<file path="src/core/bal_pkg.sv">
// constants and types shared by the byte add and logic execution block
package bal_pkg;
   // opcode fields (upper bits of the 16-bit instruction word)
   localparam logic [7:0] OP_ADD_LIT  = 8'h0F;
   localparam logic [7:0] OP_AND_LIT  = 8'h0B;
   localparam logic [5:0] OP_ADD_REG  = 6'h09;
   localparam logic [5:0] OP_ADDC_REG = 6'h08;
   localparam logic [5:0] OP_AND_REG  = 6'h05;
   localparam int         DEST_BIT    = 9;
   localparam int         BANK_BIT    = 8;
   // access bank split: low half of page 0, upper half of page 15
   localparam logic [7:0] ACC_SPLIT   = 8'h80;
   localparam logic [3:0] ACC_HI_PAGE = 4'hF;
   localparam logic [3:0] ACC_LO_PAGE = 4'h0;
   localparam logic [7:0] ACC_RST     = 8'h00;
   localparam logic [4:0] FLAG_RST    = 5'h00;
   // status flag positions
   localparam int FLG_C  = 0;
   localparam int FLG_DC = 1;
   localparam int FLG_Z  = 2;
   localparam int FLG_OV = 3;
   localparam int FLG_N  = 4;

   typedef enum logic [3:0] {
      PH_DECODE  = 4'h1,
      PH_READ    = 4'h2,
      PH_PROCESS = 4'h4,
      PH_WRITE   = 4'h8
   } bal_phase_t;

   typedef enum logic [2:0] {
      K_NONE = 3'h0,
      K_ADDL = 3'h1,
      K_ADDR = 3'h2,
      K_ADDC = 3'h3,
      K_ANDL = 3'h4,
      K_ANDR = 3'h5
   } bal_kind_t;
endpackage : bal_pkg

</file>
<file path="src/core/bal_alu_if.sv">
// carrier between the executor and its arithmetic unit
`timescale 1ns/1ns
interface bal_alu_if;
   import bal_pkg::*;
   bal_kind_t  kind;
   logic [7:0] a;
   logic [7:0] b;
   logic       cin;
   logic [7:0] res;
   logic       c;
   logic       dc;
   logic       ov;
   logic       arith;
   modport ctl (output kind, output a, output b, output cin,
                input res, input c, input dc, input ov, input arith);
   modport alu (input kind, input a, input b, input cin,
                output res, output c, output dc, output ov, output arith);
endinterface : bal_alu_if

</file>
<file path="src/core/bal_alu.sv">
// combinational add and and unit with carry, nibble carry and signed wrap
`timescale 1ns/1ns
module bal_alu
   import bal_pkg::*;
(
   bal_alu_if.alu p
);
   logic [4:0] lo;
   logic [4:0] hi;
   logic       ci;

   always_comb begin
      ci = (p.kind == K_ADDC) ? p.cin : 1'b0;
      lo = {1'b0, p.a[3:0]} + {1'b0, p.b[3:0]} + {4'h0, ci};
      hi = {1'b0, p.a[7:4]} + {1'b0, p.b[7:4]} + {4'h0, lo[4]};
      p.arith = (p.kind == K_ADDL) || (p.kind == K_ADDR) || (p.kind == K_ADDC);
      if (p.arith) begin
         p.res = {hi[3:0], lo[3:0]};
         p.c   = hi[4];
         p.dc  = lo[4];
         p.ov  = (p.a[7] == p.b[7]) && (hi[3] != p.a[7]);
      end else begin
         p.res = p.a & p.b;
         p.c   = 1'b0;
         p.dc  = 1'b0;
         p.ov  = 1'b0;
      end
   end
endmodule : bal_alu

</file>
<file path="src/core/bal_exec.sv">
// execution datapath for byte add and and instructions
// Operation
// - register-add opcode adds accumulator and register, updating N OV C DC Z
// - add-with-carry sums accumulator, register and carry, updating all five flags
// - register-and forms accumulator AND register, updating only N and Z
// - literal-and writes accumulator AND literal to accumulator, N and Z only
// - for register ops, destination bit 0 writes accumulator, 1 writes the register back
// - bank bit 0 resolves the address inside the fixed access bank
// - bank bit 1 forms the address from bank pointer and address field
// - register-and stores back to the register when destination bit is one
`timescale 1ns/1ns
module bal_exec
   import bal_pkg::*;
(
   input  wire logic        clk,
   input  wire logic        rstn,
   input  wire logic        instr_valid,
   input  wire logic [15:0] instr,
   input  wire logic [3:0]  bank_select_pointer,
   input  wire logic [7:0]  mem_rdata,
   output logic             instr_ready,
   output logic [11:0]      mem_addr,
   output logic             mem_rd,
   output logic             mem_wr,
   output logic [7:0]       mem_wdata,
   output logic [7:0]       working_accumulator,
   output logic             neg_flag,
   output logic             signed_wrap_flag,
   output logic             carry_flag,
   output logic             nibble_carry_flag,
   output logic             zero_flag,
   output logic             illegal_op,
   output logic             done
);
   bal_phase_t  phase_r;
   bal_kind_t   kind_r;
   logic [7:0]  lit_r;
   logic        dest_r;
   logic [7:0]  opnd_r;
   logic [7:0]  res_r;
   logic [4:0]  alu_flg_r;
   logic [4:0]  flags_r;
   logic [11:0] addr_r;
   bal_kind_t   kind_nxt;
   logic [11:0] addr_nxt;
   logic [7:0]  sum_view;
   logic        dec_reg_op;
   logic        cur_reg_op;
   logic        cur_lit_op;
   logic        store_back;

   bal_alu_if alu_bus ();
   bal_alu u_alu (.p(alu_bus));

   // decode of the instruction word
   always_comb begin
      kind_nxt = K_NONE;
      if (instr[15:8] == OP_ADD_LIT)        kind_nxt = K_ADDL;
      else if (instr[15:8] == OP_AND_LIT)   kind_nxt = K_ANDL;
      else if (instr[15:10] == OP_ADD_REG)  kind_nxt = K_ADDR;
      else if (instr[15:10] == OP_ADDC_REG) kind_nxt = K_ADDC;
      else if (instr[15:10] == OP_AND_REG)  kind_nxt = K_ANDR;
   end

   // operand source and write-back steering
   always_comb begin
      dec_reg_op = (kind_nxt == K_ADDR) || (kind_nxt == K_ADDC) || (kind_nxt == K_ANDR);
      cur_reg_op = (kind_r == K_ADDR) || (kind_r == K_ADDC) || (kind_r == K_ANDR);
      cur_lit_op = (kind_r == K_ADDL) || (kind_r == K_ANDL);
      store_back = dest_r && cur_reg_op;
   end

   // address resolution
   always_comb begin
      if (!instr[BANK_BIT]) begin
         // access bank
         addr_nxt = {(instr[7:0] < ACC_SPLIT) ? ACC_LO_PAGE : ACC_HI_PAGE,
                     instr[7:0]};
      end else begin
         addr_nxt = {bank_select_pointer, instr[7:0]};
      end
   end

   always_comb begin
      alu_bus.kind = kind_r;
      alu_bus.a    = working_accumulator;
      alu_bus.b    = opnd_r;
      alu_bus.cin  = flags_r[FLG_C];
   end

   // four phase sequencer
   always_ff @(posedge clk or negedge rstn) begin
      if (!rstn) begin
         phase_r <= PH_DECODE;
      end else begin
         unique case (phase_r)
            PH_DECODE:  if (instr_valid) phase_r <= PH_READ;
            PH_READ:    phase_r <= PH_PROCESS;
            PH_PROCESS: phase_r <= PH_WRITE;
            PH_WRITE:   phase_r <= PH_DECODE;
            default:    phase_r <= PH_DECODE;
         endcase
      end
   end

   // latch decoded fields
   always_ff @(posedge clk or negedge rstn) begin
      if (!rstn) begin
         kind_r <= K_NONE;
         lit_r  <= ACC_RST;
         dest_r <= 1'b0;
         addr_r <= 12'h000;
      end else if (phase_r == PH_DECODE && instr_valid) begin
         kind_r <= kind_nxt;
         lit_r  <= instr[7:0];
         dest_r <= instr[DEST_BIT];
         addr_r <= addr_nxt;
      end
   end

   // operand read
   always_ff @(posedge clk or negedge rstn) begin
      if (!rstn) begin
         opnd_r <= ACC_RST;
      end else if (phase_r == PH_READ) begin
         if (cur_lit_op) opnd_r <= lit_r;
         else opnd_r <= mem_rdata;
      end
   end

   // process: capture result and flag candidates
   always_ff @(posedge clk or negedge rstn) begin
      if (!rstn) begin
         res_r     <= ACC_RST;
         alu_flg_r <= FLAG_RST;
      end else if (phase_r == PH_PROCESS) begin
         res_r <= alu_bus.res;
         alu_flg_r[FLG_C]  <= alu_bus.c;
         alu_flg_r[FLG_DC] <= alu_bus.dc;
         alu_flg_r[FLG_OV] <= alu_bus.ov;
         alu_flg_r[FLG_Z]  <= (alu_bus.res == 8'h00);
         alu_flg_r[FLG_N]  <= alu_bus.res[7];
      end
   end

   assign sum_view = res_r;

   // write to destination: accumulator
   always_ff @(posedge clk or negedge rstn) begin
      if (!rstn) begin
         working_accumulator <= ACC_RST;
      end else if (phase_r == PH_WRITE && kind_r != K_NONE) begin
         if (!store_back)
            working_accumulator <= sum_view;
      end
   end

   // status flags: logic ops touch only N and Z
   always_ff @(posedge clk or negedge rstn) begin
      if (!rstn) begin
         flags_r <= FLAG_RST;
      end else if (phase_r == PH_WRITE && kind_r != K_NONE) begin
         flags_r[FLG_N] <= alu_flg_r[FLG_N];
         flags_r[FLG_Z] <= alu_flg_r[FLG_Z];
         if (alu_bus.arith) begin
            flags_r[FLG_C]  <= alu_flg_r[FLG_C];
            flags_r[FLG_DC] <= alu_flg_r[FLG_DC];
            flags_r[FLG_OV] <= alu_flg_r[FLG_OV];
         end
      end
   end

   // memory port, all registered
   always_ff @(posedge clk or negedge rstn) begin
      if (!rstn) begin
         mem_addr  <= 12'h000;
         mem_rd    <= 1'b0;
         mem_wr    <= 1'b0;
         mem_wdata <= 8'h00;
      end else begin
         mem_rd <= 1'b0;
         mem_wr <= 1'b0;
         if (phase_r == PH_DECODE && instr_valid) begin
            mem_addr <= addr_nxt;
            mem_rd   <= dec_reg_op;
         end
         if (phase_r == PH_PROCESS) begin
            mem_addr  <= addr_r;
            mem_wdata <= alu_bus.res;
            mem_wr    <= store_back;
         end
      end
   end

   // handshake hint
   always_ff @(posedge clk or negedge rstn) begin
      if (!rstn) begin
         instr_ready <= 1'b0;
      end else begin
         instr_ready <= (phase_r == PH_WRITE) ||
                        (phase_r == PH_DECODE && !instr_valid);
      end
   end

   // completion pulses: a refused word pulses illegal_op in place of done
   always_ff @(posedge clk or negedge rstn) begin
      if (!rstn) begin
         illegal_op <= 1'b0;
         done       <= 1'b0;
      end else begin
         done       <= (phase_r == PH_WRITE) && (kind_r != K_NONE);
         illegal_op <= (phase_r == PH_WRITE) && (kind_r == K_NONE);
      end
   end

   always_comb begin
      neg_flag          = flags_r[FLG_N];
      signed_wrap_flag  = flags_r[FLG_OV];
      carry_flag        = flags_r[FLG_C];
      nibble_carry_flag = flags_r[FLG_DC];
      zero_flag         = flags_r[FLG_Z];
   end
endmodule : bal_exec

</file>
<file path="config.mk">
export PLATFORM = sky130hd
export DESIGN_NAME = bal_exec
export DESIGN_NICKNAME = d
export VERILOG_FILES = /design/src/core/bal_pkg.sv /design/src/core/bal_alu_if.sv /design/src/core/bal_alu.sv /design/src/core/bal_exec.sv
export SDC_FILE = /design/constraint.sdc
export NUM_CORES = 1
export LEC_CHECK = 0
export BUFFER_PORTS_ARGS = -buffer_cell sky130_fd_sc_hd__buf_4
export CORE_ASPECT_RATIO = 1.25
export CORE_MARGIN = 10
export CORE_UTILIZATION = 59
export DETAILED_ROUTE_END_ITERATION = 8
export GPL_ROUTABILITY_DRIVEN = 0
export GPL_TIMING_DRIVEN = 1
export PLACE_DENSITY = 0.85
export SETUP_SLACK_MARGIN = 0.1
export SLEW_MARGIN = 20
export SYNTH_ARGS = -nofsm -noshare
export SYNTH_HDL_FRONTEND = slang
export SYNTH_SLANG_ARGS = --single-unit
</file>
<file path="constraint.sdc">
create_clock -name clk -period 5.1 [get_ports clk]
set_input_delay 1.02 -clock clk [delete_from_list [all_inputs] [get_ports clk]]
set_output_delay 1.02 -clock clk [all_outputs]
set_load 0.02 [all_outputs]
</file>
==> Word level (Yosys, flattened, before mapping) <==
Cells that the tools add are included.
{ "totals": {"ramBits": 0, "mem_bits_ro": 0, "out_inout_bits": 38, "memories": 0, "inputBits": 31, "wordCells": 84, "latch_bits": 0, "regBits": 79} }
{ "op_classes": {"n_mux": 19, "n_bitwise": 2, "div": 0, "magnitude_cmp": 1, "reduce_logical": 21, "addsub": 4, "multipliers": 0, "n_eq_ne": 20, "shift": 0} }
{ "ops": {"columns": ["cell", "count"], "rows": [
  ["$mux W12", 3],
  ["$eq A8 B4 Y1 const B", 2],
  ["$mux W8", 2],
  ["$mux W3", 5],
  ["$eq A3 B2 Y1 const B", 4],
  ["$eq A6 B4 Y1 const B", 2],
  ["$pmux W4 S3", 1],
  ["$add A4 B4 Y5", 2],
  ["$add A5 B1 Y5", 2],
  ["$eq A3 B3 Y1 const B", 3],
  ["$and A8 B8 Y8", 1],
  ["$logic_not A8 Y1", 1],
  ["$logic_or A1 B1 Y1", 8],
  ["$lt A8 B8 Y1 const B", 1],
  ["$mux W4", 2],
  ["$eq A6 B3 Y1 const B", 1],
  ["$logic_and A1 B1 Y1", 6],
  ["$mux W1", 6],
  ["$eq A4 B1 Y1 const B", 1],
  ["$eq A4 B2 Y1 const B", 1],
  ["$eq A4 B3 Y1 const B", 1],
  ["$eq A4 B4 Y1 const B", 1],
  ["$reduce_and A2 Y1", 2],
  ["$eq A3 B1 Y1 const B", 1],
  ["8 further kinds", 8]
]} }

==> Longest topological paths before layout <==
{ "depth": {"ltp_word": 10, "mapped_depth": 15, "mapped_depth_nobuf": 14} }

==> Cells and area by module <==
Synthesis repeated with hierarchy kept, for this count alone.
{ "unflattened": {"cells_unflattened": 274, "area_unflattened_um2": 3295.7} }
{ "by_module_without_submodules": {"columns": ["mod", "area_each_um2", "cells_per_inst", "seq_area_each_um2", "n_inst"], "rows": [
  ["bal_exec", 2861.5, 217, 1752.9, 1],
  ["bal_alu", 434.2, 57, 0.0, 1]
]} }

==> Least setup slack after synthesis <==
No wires, ideal clock.
{ "synth_path": {"path_type": "reg-to-reg", "from": "reg kind_r[2] (netlist: alu_bus.kind[2])", "to": "reg alu_flg_r[2]", "path_stages_with_launch": 16, "setup_ps": 122, "arrival_ps": 2997, "slack_ps": 1981, "synth_period_minus_slack_ps": 3119, "path_buffers": 1, "path_cell_list": "dfrtp_1 buf_2 inv_1 nand4_1 fa_1 inv_1 fa_1 a21o_1 a21o_1 fa_1 inv_1 fa_1 nor4bb_1 nand4_1 a211oi_1 a32o_1"} }
{ "synth_between": {"elab_chain_cells": 6, "word_cells_on_any_way": 10, "cone_classes": "add/sub (2); eq/ne (3); mux (2); reduce/logical (3)"} }
{ "synth_lines": {"columns": ["element", "line", "source"], "rows": [
  ["start: declaration", "bal_exec.sv:36", "bal_kind_t kind_r;"],
  ["start signal: assignment", "bal_exec.sv:114", "kind_r <= kind_nxt;"],
  ["$eq A3 B2 Y1", "bal_alu.sv:13, bal_alu.sv:16", null],
  ["$mux W1", "bal_alu.sv:13", "ci = (p.kind == K_ADDC) ? p.cin : 1'b0;"],
  ["$add A5 B1 Y5", "bal_alu.sv:14", "lo = {1'b0, p.a[3:0]} + {1'b0, p.b[3:0]} + {4'h0, ci};"],
  ["$add A5 B1 Y5", "bal_alu.sv:15", "hi = {1'b0, p.a[7:4]} + {1'b0, p.b[7:4]} + {4'h0, lo[4]};"],
  ["$mux W8 *", "bal_alu.sv:17", "if (p.arith) begin"],
  ["$logic_not A8 Y1 *", "bal_exec.sv:141", "alu_flg_r[FLG_Z] <= (alu_bus.res == 8'h00);"],
  ["end signal: indexed assignment", "bal_exec.sv:140", "alu_flg_r[FLG_OV] <= alu_bus.ov;"],
  ["end signal: indexed assignment", "bal_exec.sv:141", null],
  ["end signal: indexed assignment", "bal_exec.sv:142", "alu_flg_r[FLG_N] <= alu_bus.res[7];"],
  ["end: declaration", "bal_exec.sv:41", "logic [4:0] alu_flg_r;"]
]} }
Every way passes the cells marked *; elsewhere a longest branch is shown, timed or not.
A chain may end at the register's enable or synchronous reset.

==> Final worst setup path <==
Same ends and word-level chain as after synthesis.

==> out/results.ini <==
[outcome]
status=complete, no violations

[worst_hold_path]
min_path_cells=2
hold_class=reg2reg

[critical_path]
r2r_cells=14
r2r_end=alu_flg_r[2]$_DFFE_PN0P_
rr_startpoint=alu_bus.kind[2]$_DFFE_PN0P_
crit_top_cell=fa_1
crit_chain=inv_1 > nand4_1 > fa_1 > inv_1 > fa_1 > a21o_1 > a21o_1 > fa_1 > inv_1 > fa_1 > nor4bb_1 > nand4_1 > a211oi_1 > a32o_1
cpPeakStageDelay_ns=0.48
arrival_ns=3.66
worst-setup-path-type=reg2reg
crit_path_end=alu_flg_r[2]$_DFFE_PN0P_
cp-start-kind=flip-flop
reg2reg_slack_ns=1.68
cp_max_fo=9
cp_data_required_time_ns=5.34
slowest_stage=dfrtp_1
cp-end-kind=flip-flop
crit_path_start=alu_bus.kind[2]$_DFFE_PN0P_

[clocking]
cts_resized=0
cts_tree=yes
cts_max_path_buffers=2
clk_pin_slew_worst_paths_ns=0.08
cts.sink_count=70
cts_buffers=9
htreeDepth=3
hold_buffers=0
cts_root_buf=clkbuf_8
cts_setup_buffers=0
clk_latency_ns=0.35

[sta]
finalSetupTns_ns=0
period_needed_ns=3.42
setup_viol=0
final-max-slew-violation-count=0
holdWs_ns=0.484
worst_slew_pin_slew_ns=0.842
hold_viol_final=0
period_share_pct=67.1
maxSlewHeadroom_pct=43.9
clock.fmax_mhz=292
rsz0062_at_grt=false
finalClockSkew_ns=0.00906

[synth]
synthCells=318
syn_avg_cell_area_sq_um=10.5
synthFlopType=dfrtp_1
synth-seq-cells=70
synth_area_sq_um=3350
synth_top_family_by_area=simple AND/OR/NAND/NOR gates
synth_area_leader_cell=dfrtp_1
synth_compound_area_share_pct=12.3
synth_mux_area_share_pct=8.26
yosysUniqueCellTypes=54
synth_common_cells=dfrtp_1 (69), nand2_1 (59), nor2_1 (25)
ys_warn_count=0
synth_edf_count=0
synth_nets=361
post_synth_fa_ha_maj_area_fraction_pct=5.39
ys_seq_area_share_pct=52.4
asyncSetResetFlopFracSynth_pct=100
synthSimpleGateAreaFrac_pct=17.3
ys_top_cells_by_area=dfrtp_1 (52%), nand2_1 (6.6%), mux2_4 (3.6%), a21oi_1 (3.4%), ha_1 (3.0%)
synth_xor_area_share_pct=1.05
synth.most_common_cell=dfrtp_1
synth_top_area_share_pct=51.6

[route]
drc_errors=0
vias=2671
drt_pass1_iterations=5
vias_per_cell=5.87
drtIter0Drc=280
wl_mm=8.13
wl_per_cell_um=17.9
postRouteAntennaNets=0

[grt]
grtUsageTotal_pct=18.1
grt_pass1_vias=2755
grt_pass1_wl_mm=13.2
overflow=0
antenna_found_initial=0
grt_max_degree=71

[power_and_ir_drop]
peakVddDrop_uv=416
power.density_nw_per_um2=507
power.total_mw=2.11
leakage_nw=2.06

[die]
boundaryPins=69
row_count=30
fp.coreArea_sq_um=5480
die-area_sq_um=9100
start_util_pct=61.1
die_w_um=87.4
chipHeight_um=104

[place]
port_buffers=68
place_hpwl_mm=5.73

[finish]
area_growth_pct=24.3
antenna_cells=0
drive_gt1_share_pct=27.9
fin_nets=429

[run]
cap_viol_max_count=0

placed cells by master, fill, tap and decap left out, types with 2 or more instances in the layout:
cell type  count
or4_1          2
nor2_1        25
dfrtp_1       69
nor3_1         6
a221o_1        4
nor2_2         2
bufinv_16      4
mux2_4         8
xor2_1         2
nand2_1       59
a21o_1         8
o21ai_1        4
ha_1           8
nor4_1         2
xnor2_1        2
mux2_2         5
buf_4         71
a21oi_1       23
a41oi_1        2
mux2i_1       10
inv_1         10
fa_1           4
a31oi_1        2
nand3_1       11
nor2b_1        4
o21ai_0        3
nand4_1        3
clkbuf_8      10
a211oi_1       2
report_power, final:
group	internal, mW	switching [mW]	total (mW)
Combinational	0.274	0.383	0.656
Clock	0.387	0.213	0.600
Sequential	0.722	0.131	0.853
Total	1.38	0.727	2.11
critical path, delay by kind of cell, from the launching register on:
family / cells / cell delay [ns]
fa+ha+maj: 4 / 1.41
flops: 1 / 0.48
buf+inv: 3 / 0.29
simple gates: 3 / 0.39
compound gates: 4 / 0.74
cells by family (layout without fill, tap and decap cells):
logic type,Yosys count,in the layout
buf+inv,25,98
flops,70,70
mux,23,23
xor+xnor,4,4
simple gates,125,125
compound gates,59,59
fa+ha+maj,12,12
area by class of cell:
class	count	area, sq um
sequential	70	1750
multi-input combinational	223	1480
fill	377	1320
timing repair buffer	71	533
clock buffer	10	138
clock inverter	6	133
tap	64	80.1
inverter	11	41.3
flip-flops by register name, indices dropped and copies added (netlist names):
signal and count:
instr_ready 1, alu_bus.kind 3, mem_rd 1, alu_flg_r 5
dest_r 1, addr_r 5, phase_r 4, alu_bus.b 8
flags_r 5, done 1, working_accumulator 8, illegal_op 1
lit_r 7, mem_wdata 7, mem_addr 12, mem_wr 1
routing by layer:
| layer | track usage, % | share of wire (%) | wire (um) | up-vias |
|---|---|---|---|---|
| met5 | 0 | 0 | 0 | - |
| met4 | 9.93 | 3.2 | 257 | 0 |
| met3 | 5.17 | 6.9 | 559 | 20 |
| met2 | 29.1 | 50 | 4090 | 113 |
| met1 | 20.6 | 40 | 3230 | 1294 |
| li1 | - | - | - | 1244 |
worst min path at each step:
| stage | startpoint | end | slack (ns) |
|---|---|---|---|
| after detailed placement | mem_addr[6]$_DFFE_PN0P_ | mem_addr[6]$_DFFE_PN0P_ | 0.47 |
| after global placement | addr_r[10]$_DFFE_PN0P_ | addr_r[10]$_DFFE_PN0P_ | 0.46 |
| after global routing | alu_flg_r[1]$_DFFE_PN0P_ | alu_flg_r[1]$_DFFE_PN0P_ | 0.50 |
| after CTS | mem_addr[6]$_DFFE_PN0P_ | mem_addr[6]$_DFFE_PN0P_ | 0.49 |
| after floorplan | alu_flg_r[3]$_DFFE_PN0P_ | alu_flg_r[3]$_DFFE_PN0P_ | 0.44 |
| final | mem_addr[6]$_DFFE_PN0P_ | mem_addr[6]$_DFFE_PN0P_ | 0.48 |
stage by stage:
stage / setup slack, ns / std cells / utilization [%] / area, sq um
after floorplan: 1.98 / 318 / - / 3350
after global placement: 1.87 / 439 / 70.9 / 3890
after detailed placement: 1.74 / 439 / 70.9 / 3890
after CTS: 1.73 / 455 / 75.9 / 4160
after global routing: 1.47 / 455 / 75.9 / 4160
final: 1.68 / 455 / 75.9 / 4160
Power figures use the tool's default switching activity.
